[config.mk]
export PLATFORM = sky130hd
export DESIGN_NAME = tfu_timer
export DESIGN_NICKNAME = d
export VERILOG_FILES = /design/src/core/tfu_pkg.sv /design/src/core/tfu_stage.sv /design/src/core/tfu_irq.sv /design/src/core/tfu_timer.sv
export SDC_FILE = /design/constraint.sdc
export NUM_CORES = 1
export LEC_CHECK = 0
export BUFFER_PORTS_ARGS = -buffer_cell sky130_fd_sc_hd__buf_2
export CORE_MARGIN = 10
export CORE_UTILIZATION = 30
export CTS_CLUSTER_DIAMETER = 150
export CTS_CLUSTER_SIZE = 28
export DETAILED_ROUTE_END_ITERATION = 12
export PLACE_DENSITY_LB_ADDON = 0.08
export SETUP_SLACK_MARGIN = 0.1
export SYNTH_ARGS = -nofsm -noshare
export SYNTH_HDL_FRONTEND = slang
export SYNTH_SLANG_ARGS = --single-unit
[constraint.sdc]
create_clock -name pclk -period 3.24 [get_ports pclk]
set_clock_uncertainty 0.2 [all_clocks]
set_input_delay 0.162 -clock pclk [delete_from_list [all_inputs] [get_ports pclk]]
set_output_delay 0.162 -clock pclk [all_outputs]
set_load 0.02 [all_outputs]
[src/core/tfu_pkg.sv]
// Constants, register map and carrier types for the timer unit
package tfu_pkg;

  // Timer tick reference rate and bus clock rate
  localparam int TFU_TICK_HZ     = 13_560_000;
  localparam int TFU_PCLK_HZ     = 10_000_000;

  // Widths of the two stages and the bus, and the number of flags
  localparam int TFU_PRE_W       = 12;
  localparam int TFU_PRE_STAGE_W = 13;
  localparam int TFU_CNT_W       = 16;
  localparam int TFU_AW          = 8;
  localparam int TFU_DW          = 32;
  localparam int TFU_IRQ_N       = 2;

  // Byte offsets of the registers
  localparam logic [7:0] TFU_OFF_MODE    = 8'h00;
  localparam logic [7:0] TFU_OFF_PRE_LO  = 8'h04;
  localparam logic [7:0] TFU_OFF_RELOAD  = 8'h08;
  localparam logic [7:0] TFU_OFF_COUNT   = 8'h0C;
  localparam logic [7:0] TFU_OFF_CTRL    = 8'h10;
  localparam logic [7:0] TFU_OFF_STATUS  = 8'h14;
  localparam logic [7:0] TFU_OFF_IRQ_ST  = 8'h18;
  localparam logic [7:0] TFU_OFF_IRQ_CLR = 8'h1C;
  localparam logic [7:0] TFU_OFF_IRQ_EN  = 8'h20;
  localparam logic [7:0] TFU_OFF_IRQ_SET = 8'h24;

  // Field positions
  localparam int TFU_MODE_AUTO     = 7;
  localparam int TFU_MODE_PERIODIC = 6;
  localparam int TFU_MODE_EVEN     = 5;
  localparam int TFU_MODE_PHI_LSB  = 0;
  localparam int TFU_CTRL_START    = 0;
  localparam int TFU_CTRL_STOP     = 1;
  localparam int TFU_STAT_RUN      = 0;
  localparam int TFU_IRQ_EXPIRED   = 0;
  localparam int TFU_IRQ_STARTED   = 1;

  // Values after reset
  localparam logic [7:0]  TFU_MODE_RST   = 8'h00;
  localparam logic [7:0]  TFU_PRE_LO_RST = 8'h00;
  localparam logic [15:0] TFU_RELOAD_RST = 16'h0000;
  localparam logic [1:0]  TFU_IRQ_EN_RST = 2'h0;

  typedef struct packed {
    logic       auto_go;
    logic       periodic;
    logic       even;
    logic [3:0] presc_hi;
  } tfu_mode_t;

  typedef struct packed {
    logic        psel;
    logic        penable;
    logic        pwrite;
    logic [7:0]  paddr;
    logic [31:0] pwdata;
  } tfu_apb_req_t;

  typedef struct packed {
    logic [31:0] prdata;
    logic        pready;
    logic        pslverr;
  } tfu_apb_rsp_t;

endpackage

[src/core/tfu_stage.sv]
// One reloadable down-counting stage of the timer
`timescale 1ns/1ps
`default_nettype none
module tfu_stage #(
  parameter int W = 16
) (
  input  wire logic         clk,
  input  wire logic         rst_n,
  input  wire logic         load,
  input  wire logic         tick,
  input  wire logic [W-1:0] reload,
  output logic      [W-1:0] value,
  output logic              hit_one,
  output logic              wrap
);

  // Counts reload..0, so one period is reload+1 ticks
  always_ff @(posedge clk or negedge rst_n) begin
    if (!rst_n) begin
      value <= '0;
    end else if (load) begin
      value <= reload;
    end else if (tick) begin
      if (value == '0) begin
        value <= reload;
      end else begin
        value <= value - W'(1);
      end
    end
  end

  assign hit_one = tick && (value == W'(1));
  assign wrap    = tick && (value == '0);

endmodule
`default_nettype wire

[src/core/tfu_irq.sv]
// Sticky event flags with enable mask and one level interrupt
`timescale 1ns/1ps
`default_nettype none
module tfu_irq #(
  parameter int N = 2
) (
  input  wire logic         clk,
  input  wire logic         rst_n,
  input  wire logic [N-1:0] event_set,
  input  wire logic [N-1:0] sw_set,
  input  wire logic [N-1:0] sw_clear,
  input  wire logic [N-1:0] enable,
  output logic      [N-1:0] status,
  output logic              irq
);

  // Set beats clear so an event in the clear cycle survives
  always_ff @(posedge clk or negedge rst_n) begin
    if (!rst_n) begin
      status <= '0;
    end else begin
      status <= (status & ~sw_clear) | sw_set | event_set;
    end
  end

  assign irq = |(status & enable);
endmodule
`default_nettype wire

[src/core/tfu_timer.sv]
// Timer unit top: APB registers, prescaler and counter, interrupts
`timescale 1ns/1ps
`default_nettype none

// Operation
// - Two cascaded stages on the bus clock
// - 12-bit prescaler reload across two registers
// - 16-bit counter reload in its own register
// - Counter value readable, read only
// - Zero sets flag; enabled flag drives interrupt
// - Host can set and clear the flag
// - At zero halt or reload per mode
// - Status bit shows timer running
// - Control bits start or stop immediately
// - Auto mode starts on protocol event
// - Each stage delays reload plus one ticks
// - Prescale period 2P+1, or 2P+2 when even
// - Expiry only touches flags and run state
// - Flag rises on count one to zero
module tfu_timer (
  input  wire logic                  pclk,
  input  wire logic                  presetn,
  input  wire tfu_pkg::tfu_apb_req_t apb_req,
  output var  tfu_pkg::tfu_apb_rsp_t apb_rsp,
  input  wire logic                  tx_end_event,
  output logic                       timer_active_status,
  output logic                       irq
);

  import tfu_pkg::*;

  tfu_mode_t                   timer_mode_register;
  logic [7:0]                  prescale_low_register;
  logic [TFU_CNT_W-1:0]        count_reload_register;
  logic [TFU_IRQ_N-1:0]        irq_enable;
  logic [TFU_IRQ_N-1:0]        shared_interrupt_flags;
  logic [TFU_PRE_W-1:0]        prescale_reload;
  logic [TFU_PRE_STAGE_W-1:0]  pre_stage_reload;
  logic [TFU_PRE_STAGE_W-1:0]  pre_value;
  logic [TFU_CNT_W-1:0]        count_value_register;
  logic                        pre_wrap;
  logic                        pre_hit_one;
  logic                        cnt_hit_one;
  logic                        cnt_wrap;
  logic                        running;
  logic                        access;
  logic                        wr;
  logic                        addr_ok;
  logic                        start_timer_now;
  logic                        halt_timer_now;
  logic                        auto_fire;
  logic                        go;
  logic                        expire;
  logic [TFU_IRQ_N-1:0]        ev_set;
  logic [TFU_IRQ_N-1:0]        sw_set;
  logic [TFU_IRQ_N-1:0]        sw_clr;
  logic [31:0]                 next_rdata;
  logic [31:0]                 rdata;
  logic                        ready;
  logic                        slverr;

  // APB: one wait state, so read data and ready come from flops
  assign access = apb_req.psel && apb_req.penable;
  assign wr     = access && ready && apb_req.pwrite;

  always_comb begin
    addr_ok = 1'b1;
    if (apb_req.paddr == TFU_OFF_MODE) begin
      next_rdata = {24'h000000, timer_mode_register.auto_go,
                    timer_mode_register.periodic,
                    timer_mode_register.even, 1'b0,
                    timer_mode_register.presc_hi};
    end else if (apb_req.paddr == TFU_OFF_PRE_LO) begin
      next_rdata = {24'h000000, prescale_low_register};
    end else if (apb_req.paddr == TFU_OFF_RELOAD) begin
      next_rdata = {16'h0000, count_reload_register};
    end else if (apb_req.paddr == TFU_OFF_COUNT) begin
      next_rdata = {16'h0000, count_value_register};
    end else if (apb_req.paddr == TFU_OFF_CTRL) begin
      next_rdata = 32'h00000000;
    end else if (apb_req.paddr == TFU_OFF_STATUS) begin
      next_rdata = {31'h0, running};
    end else if (apb_req.paddr == TFU_OFF_IRQ_ST) begin
      next_rdata = {30'h0, shared_interrupt_flags};
    end else if (apb_req.paddr == TFU_OFF_IRQ_CLR) begin
      next_rdata = 32'h00000000;
    end else if (apb_req.paddr == TFU_OFF_IRQ_EN) begin
      next_rdata = {30'h0, irq_enable};
    end else if (apb_req.paddr == TFU_OFF_IRQ_SET) begin
      next_rdata = 32'h00000000;
    end else begin
      next_rdata = 32'h00000000;
      addr_ok    = 1'b0;
    end
  end

  always_ff @(posedge pclk or negedge presetn) begin
    if (!presetn) begin
      ready  <= 1'b0;
      rdata  <= 32'h00000000;
      slverr <= 1'b0;
    end else begin
      ready  <= access && !ready;
      slverr <= access && !ready && !addr_ok;
      if (access && !ready && !apb_req.pwrite) begin
        rdata <= next_rdata;
      end
    end
  end

  assign apb_rsp.prdata  = rdata;
  assign apb_rsp.pready  = ready;
  assign apb_rsp.pslverr = slverr;

  // Configuration registers
  always_ff @(posedge pclk or negedge presetn) begin
    if (!presetn) begin
      timer_mode_register   <= tfu_mode_t'({TFU_MODE_RST[7:5],
                                            TFU_MODE_RST[3:0]});
      prescale_low_register <= TFU_PRE_LO_RST;
      count_reload_register <= TFU_RELOAD_RST;
      irq_enable            <= TFU_IRQ_EN_RST;
    end else if (wr) begin
      if (apb_req.paddr == TFU_OFF_MODE) begin
        timer_mode_register.auto_go  <= apb_req.pwdata[TFU_MODE_AUTO];
        timer_mode_register.periodic <= apb_req.pwdata[TFU_MODE_PERIODIC];
        timer_mode_register.even     <= apb_req.pwdata[TFU_MODE_EVEN];
        timer_mode_register.presc_hi <=
          apb_req.pwdata[TFU_MODE_PHI_LSB +: 4];
      end else if (apb_req.paddr == TFU_OFF_PRE_LO) begin
        prescale_low_register <= apb_req.pwdata[7:0];
      end else if (apb_req.paddr == TFU_OFF_RELOAD) begin
        count_reload_register <= apb_req.pwdata[15:0];
      end else if (apb_req.paddr == TFU_OFF_IRQ_EN) begin
        irq_enable <= apb_req.pwdata[TFU_IRQ_N-1:0];
      end
    end
  end

  // Control strobes; stop beats start in the same write
  assign start_timer_now = wr && (apb_req.paddr == TFU_OFF_CTRL)
                           && apb_req.pwdata[TFU_CTRL_START];
  assign halt_timer_now  = wr && (apb_req.paddr == TFU_OFF_CTRL)
                           && apb_req.pwdata[TFU_CTRL_STOP];
  assign auto_fire = timer_mode_register.auto_go && tx_end_event;
  assign go        = (start_timer_now || auto_fire) && !halt_timer_now;

  // Prescaler reload: 2P gives 2P+1 clocks, 2P+1 gives 2P+2
  assign prescale_reload  = {timer_mode_register.presc_hi,
                             prescale_low_register};
  assign pre_stage_reload = {prescale_reload,
                             timer_mode_register.even};

  // Run state; a start reloads both stages
  always_ff @(posedge pclk or negedge presetn) begin
    if (!presetn) begin
      running <= 1'b0;
    end else if (halt_timer_now) begin
      running <= 1'b0;
    end else if (go) begin
      running <= 1'b1;
    end else if (expire && !timer_mode_register.periodic) begin
      running <= 1'b0;
    end
  end

  assign timer_active_status = running;

  // Prescaler ticks on every clock while running
  tfu_stage #(.W(TFU_PRE_STAGE_W)) u_pre (
    .clk     (pclk),
    .rst_n   (presetn),
    .load    (go),
    .tick    (running),
    .reload  (pre_stage_reload),
    .value   (pre_value),
    .hit_one (pre_hit_one),
    .wrap    (pre_wrap)
  );

  // Counter ticks once per prescaler underflow
  tfu_stage #(.W(TFU_CNT_W)) u_cnt (
    .clk     (pclk),
    .rst_n   (presetn),
    .load    (go),
    .tick    (pre_wrap),
    .reload  (count_reload_register),
    .value   (count_value_register),
    .hit_one (cnt_hit_one),
    .wrap    (cnt_wrap)
  );

  // Expiry feeds the flags and the run state only
  assign expire = cnt_hit_one && running;
  assign ev_set = {go, expire};
  assign sw_set = (wr && apb_req.paddr == TFU_OFF_IRQ_SET)
                  ? apb_req.pwdata[TFU_IRQ_N-1:0] : '0;
  assign sw_clr = (wr && apb_req.paddr == TFU_OFF_IRQ_CLR)
                  ? apb_req.pwdata[TFU_IRQ_N-1:0] : '0;

  tfu_irq #(.N(TFU_IRQ_N)) u_irq (
    .clk       (pclk),
    .rst_n     (presetn),
    .event_set (ev_set),
    .sw_set    (sw_set),
    .sw_clear  (sw_clr),
    .enable    (irq_enable),
    .status    (shared_interrupt_flags),
    .irq       (irq)
  );

  // Period check helpers; reload latched as the prescaler took it
  logic [TFU_PRE_STAGE_W-1:0]  since_wrap;
  logic [TFU_PRE_STAGE_W-1:0]  pre_loaded;

  always_ff @(posedge pclk or negedge presetn) begin
    if (!presetn) begin
      since_wrap <= '0;
    end else if (go || pre_wrap || !running) begin
      since_wrap <= '0;
    end else begin
      since_wrap <= since_wrap + TFU_PRE_STAGE_W'(1);
    end
  end

  always_ff @(posedge pclk or negedge presetn) begin
    if (!presetn) begin
      pre_loaded <= '0;
    end else if (go || pre_wrap) begin
      pre_loaded <= pre_stage_reload;
    end
  end
endmodule
`default_nettype wire

# --- Word level (Yosys, flattened, before mapping) ---
# Cells that the tools add are included.
word_totals:
  reg_bits: 99
  input_bits: 46
  out_inout_bits: 36
  elab_cells: 98
op_classes:
  add_sub_neg: 2
  eq_ne: 10
  mux: 30
  bitwise_logic: 8
  n_reduce_logical: 34
ops:
  columns: ["operator", "count"]
  rows:
  - ["16-bit two-way mux", 6]
  - ["13-bit two-way mux", 3]
  - ["8-bit by 5-bit == test with 1-bit output (second input constant)", 4]
  - ["32-bit two-way mux", 1]
  - ["1-bit logical AND", 17]
  - ["16-bit by 1-bit == test with 1-bit output (second input constant)", 1]
  - ["8-bit by 4-bit == test with 1-bit output (second input constant)", 2]
  - ["8-bit by 6-bit == test with 1-bit output (second input constant)", 2]
  - ["16-bit logical NOT", 1]
  - ["16-bit by 1-bit subtractor with 16-bit output (second input constant)", 1]
  - ["2-bit two-way mux", 7]
  - ["13-bit logical NOT", 1]
  - ["1-bit two-way mux", 13]
  - ["13-bit by 1-bit subtractor with 13-bit output (second input constant)", 1]
  - ["8-bit by 3-bit == test with 1-bit output (second input constant)", 1]
  - ["8-bit logical NOT", 1]
  - ["1-bit logical NOT", 5]
  - ["5-bit AND reduction", 1]
  - ["2-bit bitwise AND", 2]
  - ["2-bit bitwise OR", 2]
  - ["4-bit AND reduction", 1]
  - ["2-bit nonzero test", 2]
  - ["1-bit inverter", 3]
  - ["3-bit AND reduction", 1]
  - ["5 further kinds", 5]

# --- Logic depth before layout (Yosys ltp) ---
depth:
  word_depth: 13
  ltp_mapped: 9
  ltp_nobuf: 7

# --- Cells and area by module ---
# Synthesis repeated with hierarchy kept, for this count alone.
hier_totals:
  cells_unflattened: 498
  hier_area_um2: 4805.9
by_module_without_submodules:
  columns: ["module", "n_inst", "cells_each", "area_each_um2", "seq_area_each_um2"]
  rows:
  - ["tfu_timer", 1, 236, 2638.8, 1301.2]
  - ["tfu_stage at u_cnt", 1, 138, 1122.3, 400.4]
  - ["tfu_stage at u_pre", 1, 115, 960.9, 325.3]
  - ["tfu_irq", 1, 9, 83.8, 50.0]

# --- Worst setup path before layout ---
# OpenSTA, ideal clock, no wires.
synth_timing:
  path_type: "register to register"
  from: "reg u_pre.value[6]"
  to: "reg u_cnt.value[6]"
  setup_ns: 0.121
  arrival_time_ns: 2.407
  required_ns: 2.919
  setup_slack_ns: 0.512
  stages_incl_launch_ff: 9
  path_buffers: 3
  synth_period_minus_slack_ns: 2.728
  cell_sequence: "dfrtp_1 or4_4 buf_6 or4_4 buf_6 buf_6 o41ai_1 o21ai_1 a22o_1"
synth_via:
  elab_chain_len: 3
synth_lines:
  columns: ["item", "line", "rtl"]
  rows:
  - ["from (decl)", "tfu_stage.sv:12", "output logic [W-1:0] value,"]
  - ["from (signal assigned)", "tfu_stage.sv:22", "value <= reload;"]
  - ["from (signal assigned)", "tfu_stage.sv:25", "value <= reload;"]
  - ["from (signal assigned)", "tfu_stage.sv:27", "value <= value - W'(1);"]
  - ["13-bit logical NOT", "tfu_stage.sv:33", "assign wrap = tick && (value == '0);"]
  - ["1-bit logical AND", "tfu_stage.sv:33", null]
  - ["2-bit nonzero test (no source line)", null, null]
  - ["to (signal assigned)", "tfu_stage.sv:22", null]
  - ["to (signal assigned)", "tfu_stage.sv:25", null]
  - ["to (signal assigned)", "tfu_stage.sv:27", null]
  - ["to (decl)", "tfu_stage.sv:12", null]
# Every way passes these cells.
# A chain may end at the register's enable or synchronous reset.

# --- Final worst setup path ---
layout_timing:
  from: "in apb_req[37] in the netlist's numbering"
  to: "reg count_reload_register[7]"
layout_via:
  elab_chain_len: 3
  word_cells_on_any_way: 6
  cone_classes: "eq/ne (2); bitwise (2); reduce/logical (2)"
layout_lines:
  columns: ["item", "line", "rtl"]
  rows:
  - ["from (decl)", "tfu_timer.sv:23", "input wire tfu_pkg::tfu_apb_req_t apb_req,"]
  - ["8-bit by 3-bit == test with 1-bit output / 8-bit logical NOT (equally long branches)", "tfu_timer.sv:130, tfu_timer.sv:124", null]
  - ["1-bit inverter (no source line)", null, null]
  - ["4-bit AND reduction (no source line) (*)", null, null]
  - ["to (signal assigned)", "tfu_timer.sv:133", "count_reload_register <= apb_req.pwdata[15:0];"]
  - ["to (decl)", "tfu_timer.sv:34", "logic [TFU_CNT_W-1:0] count_reload_register;"]
# Every way passes the cells marked *; elsewhere a longest branch is shown, timed or not.

==> qor.yml <==
clock_tree:
  cts_made_buffers: 9
  clk_pin_slew_worst_paths_ns: 0.06
  cts.htree.levels: 3
  cts_tree: "built"
  insertion_delay_ns: 0.34
  cts.sinks: 83
  clock_path_buffers: 2
  cts_root_buffer: "clkbuf_16"
  post_cts_buffers: 0
global_routing:
  grt_usage_pct: 13.5
  grt_pass1_vias: 3875
  grt_overflow: 0
  grt_start_max_net_pins: 57
  grt_pass1_wl_um: 21600
  antenna_found_initial: 0
final_layout:
  fillCellCount: 1473
  postLayoutCoreUtil_pct: 37.1
  drive_above_1_share_pct: 23.7
  insertedDiodeCount: 0
  fin_cells: 716
  layout.nets: 579
  stdcell_area_um2: 5410
  syn_to_final_growth_pct: 20.3
synth:
  synthTopCellsByCount: "83 x dfrtp_1, 42 x nand2_1, 32 x mux2_2"
  postSynthAreaPerCell_um2: 9.82
  synth_compound_area_share_pct: 18.2
  netlist_area_um2: 4500
  synth-edff-count: 0
  yosys_warnings: 0
  ys_seq_area_share_pct: 46.2
  ys_types: 62
  muxShareOfSynthArea_pct: 8.01
  yosys.area.top_type: "dfrtp_1"
  synthArstFlopShare_pct: 100
  synth_top_family_by_area: "compound AO/OA/AOI/OAI gates"
  synth_fa_ha_area_share_pct: 1.39
  synth_most_common_cell: "dfrtp_1"
  synth_seq_cells: 83
  synth_xor_area_share_pct: 1.75
  synth_flop_cell: "dfrtp_1"
  synth_area_leaders: "dfrtp_1 46%, mux2_2 8.0%, nand2_1 3.5%"
  postSynthCellCount: 458
  yosysTopAreaCellShare_pct: 46.2
  synth-simple-area-share_pct: 17.5
detailed_routing:
  drt-pass1-iter-count: 6
  via_per_inst: 5.26
  num_vias: 3767
  drt_iter0_markers: 216
  wirelength_um: 13500
  drc: 0
  drt-wirelength-per-cell_um: 18.9
  postRouteAntennaNets: 0
setup_path:
  crit_chain: "dlygate4sd3_1 > buf_2 > nor4_1 > nand2_1 > nor2_1 > buf_4 > nand3_1 > buf_4 > mux2_2"
  path_delay_family: "simple AND/OR/NAND/NOR gates"
  arrival_ns: 2.91
  required_ns: 3.26
  crit_top_cell: "buf_4"
  path_buf_inv: 4
  crit_fanout: 15
  cp_slowest_stage_delay_ns: 0.62
  worstSetupEndpointType: "flip-flop"
  worstSetupPathType: "in2reg"
  start_kind: "input port"
  crit_slowest_cell: "nor4_1"
placed_design:
  port_buffers: 49
  gp_congestion: 0.837
  numPlacedInstances: 679
  dp_hpwl_um: 9740
  post_dp_cell_area_um2: 4910
timing:
  tns_ns: 0
  hold_violations: 0
  grt_setup_unrepaired: "no"
  max_slew_margin_pct: 48.9
  timing.hold.ws_ns: 0.0305
  finalCritPeriodShare_pct: 89.0
  finalSetupViolations: 0
  slew_violations: 0
  fmax_ghz: 0.347
  fin_crit_ns: 2.88
  worst_slew_pin_slew_ns: 0.767
power_and_ir_drop:
  p_leak_nw: 2.34
  peakVddDrop_mv: 0.210
  seqPwrFrac_pct: 45.4
  clkPwrFrac_pct: 35.8
  internal_power_mw: 1.91
  sw_frac_of_total_pct: 30.3
  power_switching_mw: 0.829
  p_comb_share_pct: 18.8
  power_density_nw_per_um2: 506
run_status:
  status: "completed"
die:
  core_um2: 14600
  initial_core_util_pct: 30.8
  die_h_um: 142
  io_pins: 82
  die_w_um: 142
  row_count: 44
  die_area_um2: 20300
min_path:
  hp-class: "in2reg"
run:
  cap_violations: 0
per-stage QoR:
stage | power, mW | worst slack, ns
after floorplan | 1.60 | 0.512
after global placement | 1.75 | 0.453
after detailed placement | 1.76 | 0.448
after CTS | 2.78 | 0.363
after global routing | 2.89 | 0.121
final | 2.74 | 0.355
cells in the final DEF, fill, tap and decap left out, types with 8 or more instances in the layout:
cell type and n:
a21oi_1 22, a221oi_1 8, a22oi_1 10, buf_2 48, buf_4 19, clkbuf_16 9
conb_1 16, dfrtp_1 83, dlygate4sd3_1 22, inv_1 13, mux2_2 32, nand2_1 42
nand3_1 11, nor2_1 27, nor3_1 14, nor4_1 11, o21ai_0 26, o22ai_1 11
or4_1 10, xnor2_1 9
power by group through the flow:
stage	logic, mW	clock network, mW	registers [mW]
2_1_floorplan	0.323	0	1.28
3_3_place_gp	0.491	0	1.26
3_5_place_dp	0.498	0	1.26
4_1_cts	0.523	1.01	1.24
5_1_grt	0.580	1.05	1.26
6_report	0.516	0.980	1.24
flip-flops by register name (all words and copies together), names as in the netlist:
| signal | flops |
|---|---|
| count_reload_register | 16 |
| irq_enable | 2 |
| pre_stage_reload | 5 |
| prescale_low_register | 8 |
| rdata | 16 |
| ready | 1 |
| slverr | 1 |
| timer_active_status | 1 |
| timer_mode_register | 2 |
| u_cnt.value | 16 |
| u_irq.status | 2 |
| u_pre.value | 13 |
path summary, 6_finish.rpt:
check / startpoint / endpoint / slack, ns / cells after the start
setup / recovery: apb_req[37] / count_reload_register[7]$_DFFE_PN0P_ / 0.36 / 9
min in group asynchronous: presetn / u_pre.value[10]$_DFFE_PN0P_ / 0.23 / 2
hold / removal: apb_req[36] / slverr$_DFF_PN0_ / 0.03 / 3
max in group asynchronous: presetn / count_reload_register[15]$_DFFE_PN0P_ / 1.87 / 3
hold reg to reg: irq_enable[0]$_DFFE_PN0P_ / irq_enable[0]$_DFFE_PN0P_ / 0.31 / 2
setup reg to reg: u_cnt.value[0]$_DFFE_PN0P_ / u_cnt.value[6]$_DFFE_PN0P_ / 0.43 / 7
final cells by class:
cell class | count | area (µm²) | area share [%]
clock buffer | 11 | 253 | 4.67
clock inverter | 4 | 26.3 | 0.486
inverter | 13 | 48.8 | 0.902
multi-input combinational | 332 | 2170 | 40.2
sequential | 83 | 2080 | 38.4
tap | 184 | 230 | 4.25
timing repair buffer | 89 | 603 | 11.1
worst reg2reg max path, stage by stage, from the launching register on:
cell and delay, ns:
dfrtp_1 0.44, inv_1 0.13, ha_1 0.15, or4b_2 0.63
or4_1 0.59, nand2_1 0.25, o21ai_1 0.12, a22o_1 0.19
timing repair:
| item | in CTS | in global routing |
|---|---|---|
| hold buffers | 22 | 0 |
| setup endpoints to repair | 0 | 0 |
| hold endpoints to repair | 91 | 0 |
| resized for setup | 0 | 0 |
cells by family (layout without fill, tap and decap cells):
family                     after synthesis  after routing
adders and majority gates                5              5
AOI/OAI and AO/OA                      122            122
and+or+nand+nor                        148            148
buffers and inverters                   58            117
other                                    1             16
DFF                                     83             83
xor gates and xnor gates                 9              9
muxes                                   32             32
metal layers:
layer / global-route usage (%) / share of wire [%]
met1: 17.4 / 46
met4: 3.51 / 1.7
met2: 21.3 / 46
met3: 4.14 / 5.8
met5: 0 / 0
No activity file was read; power rests on OpenSTA's default activity.
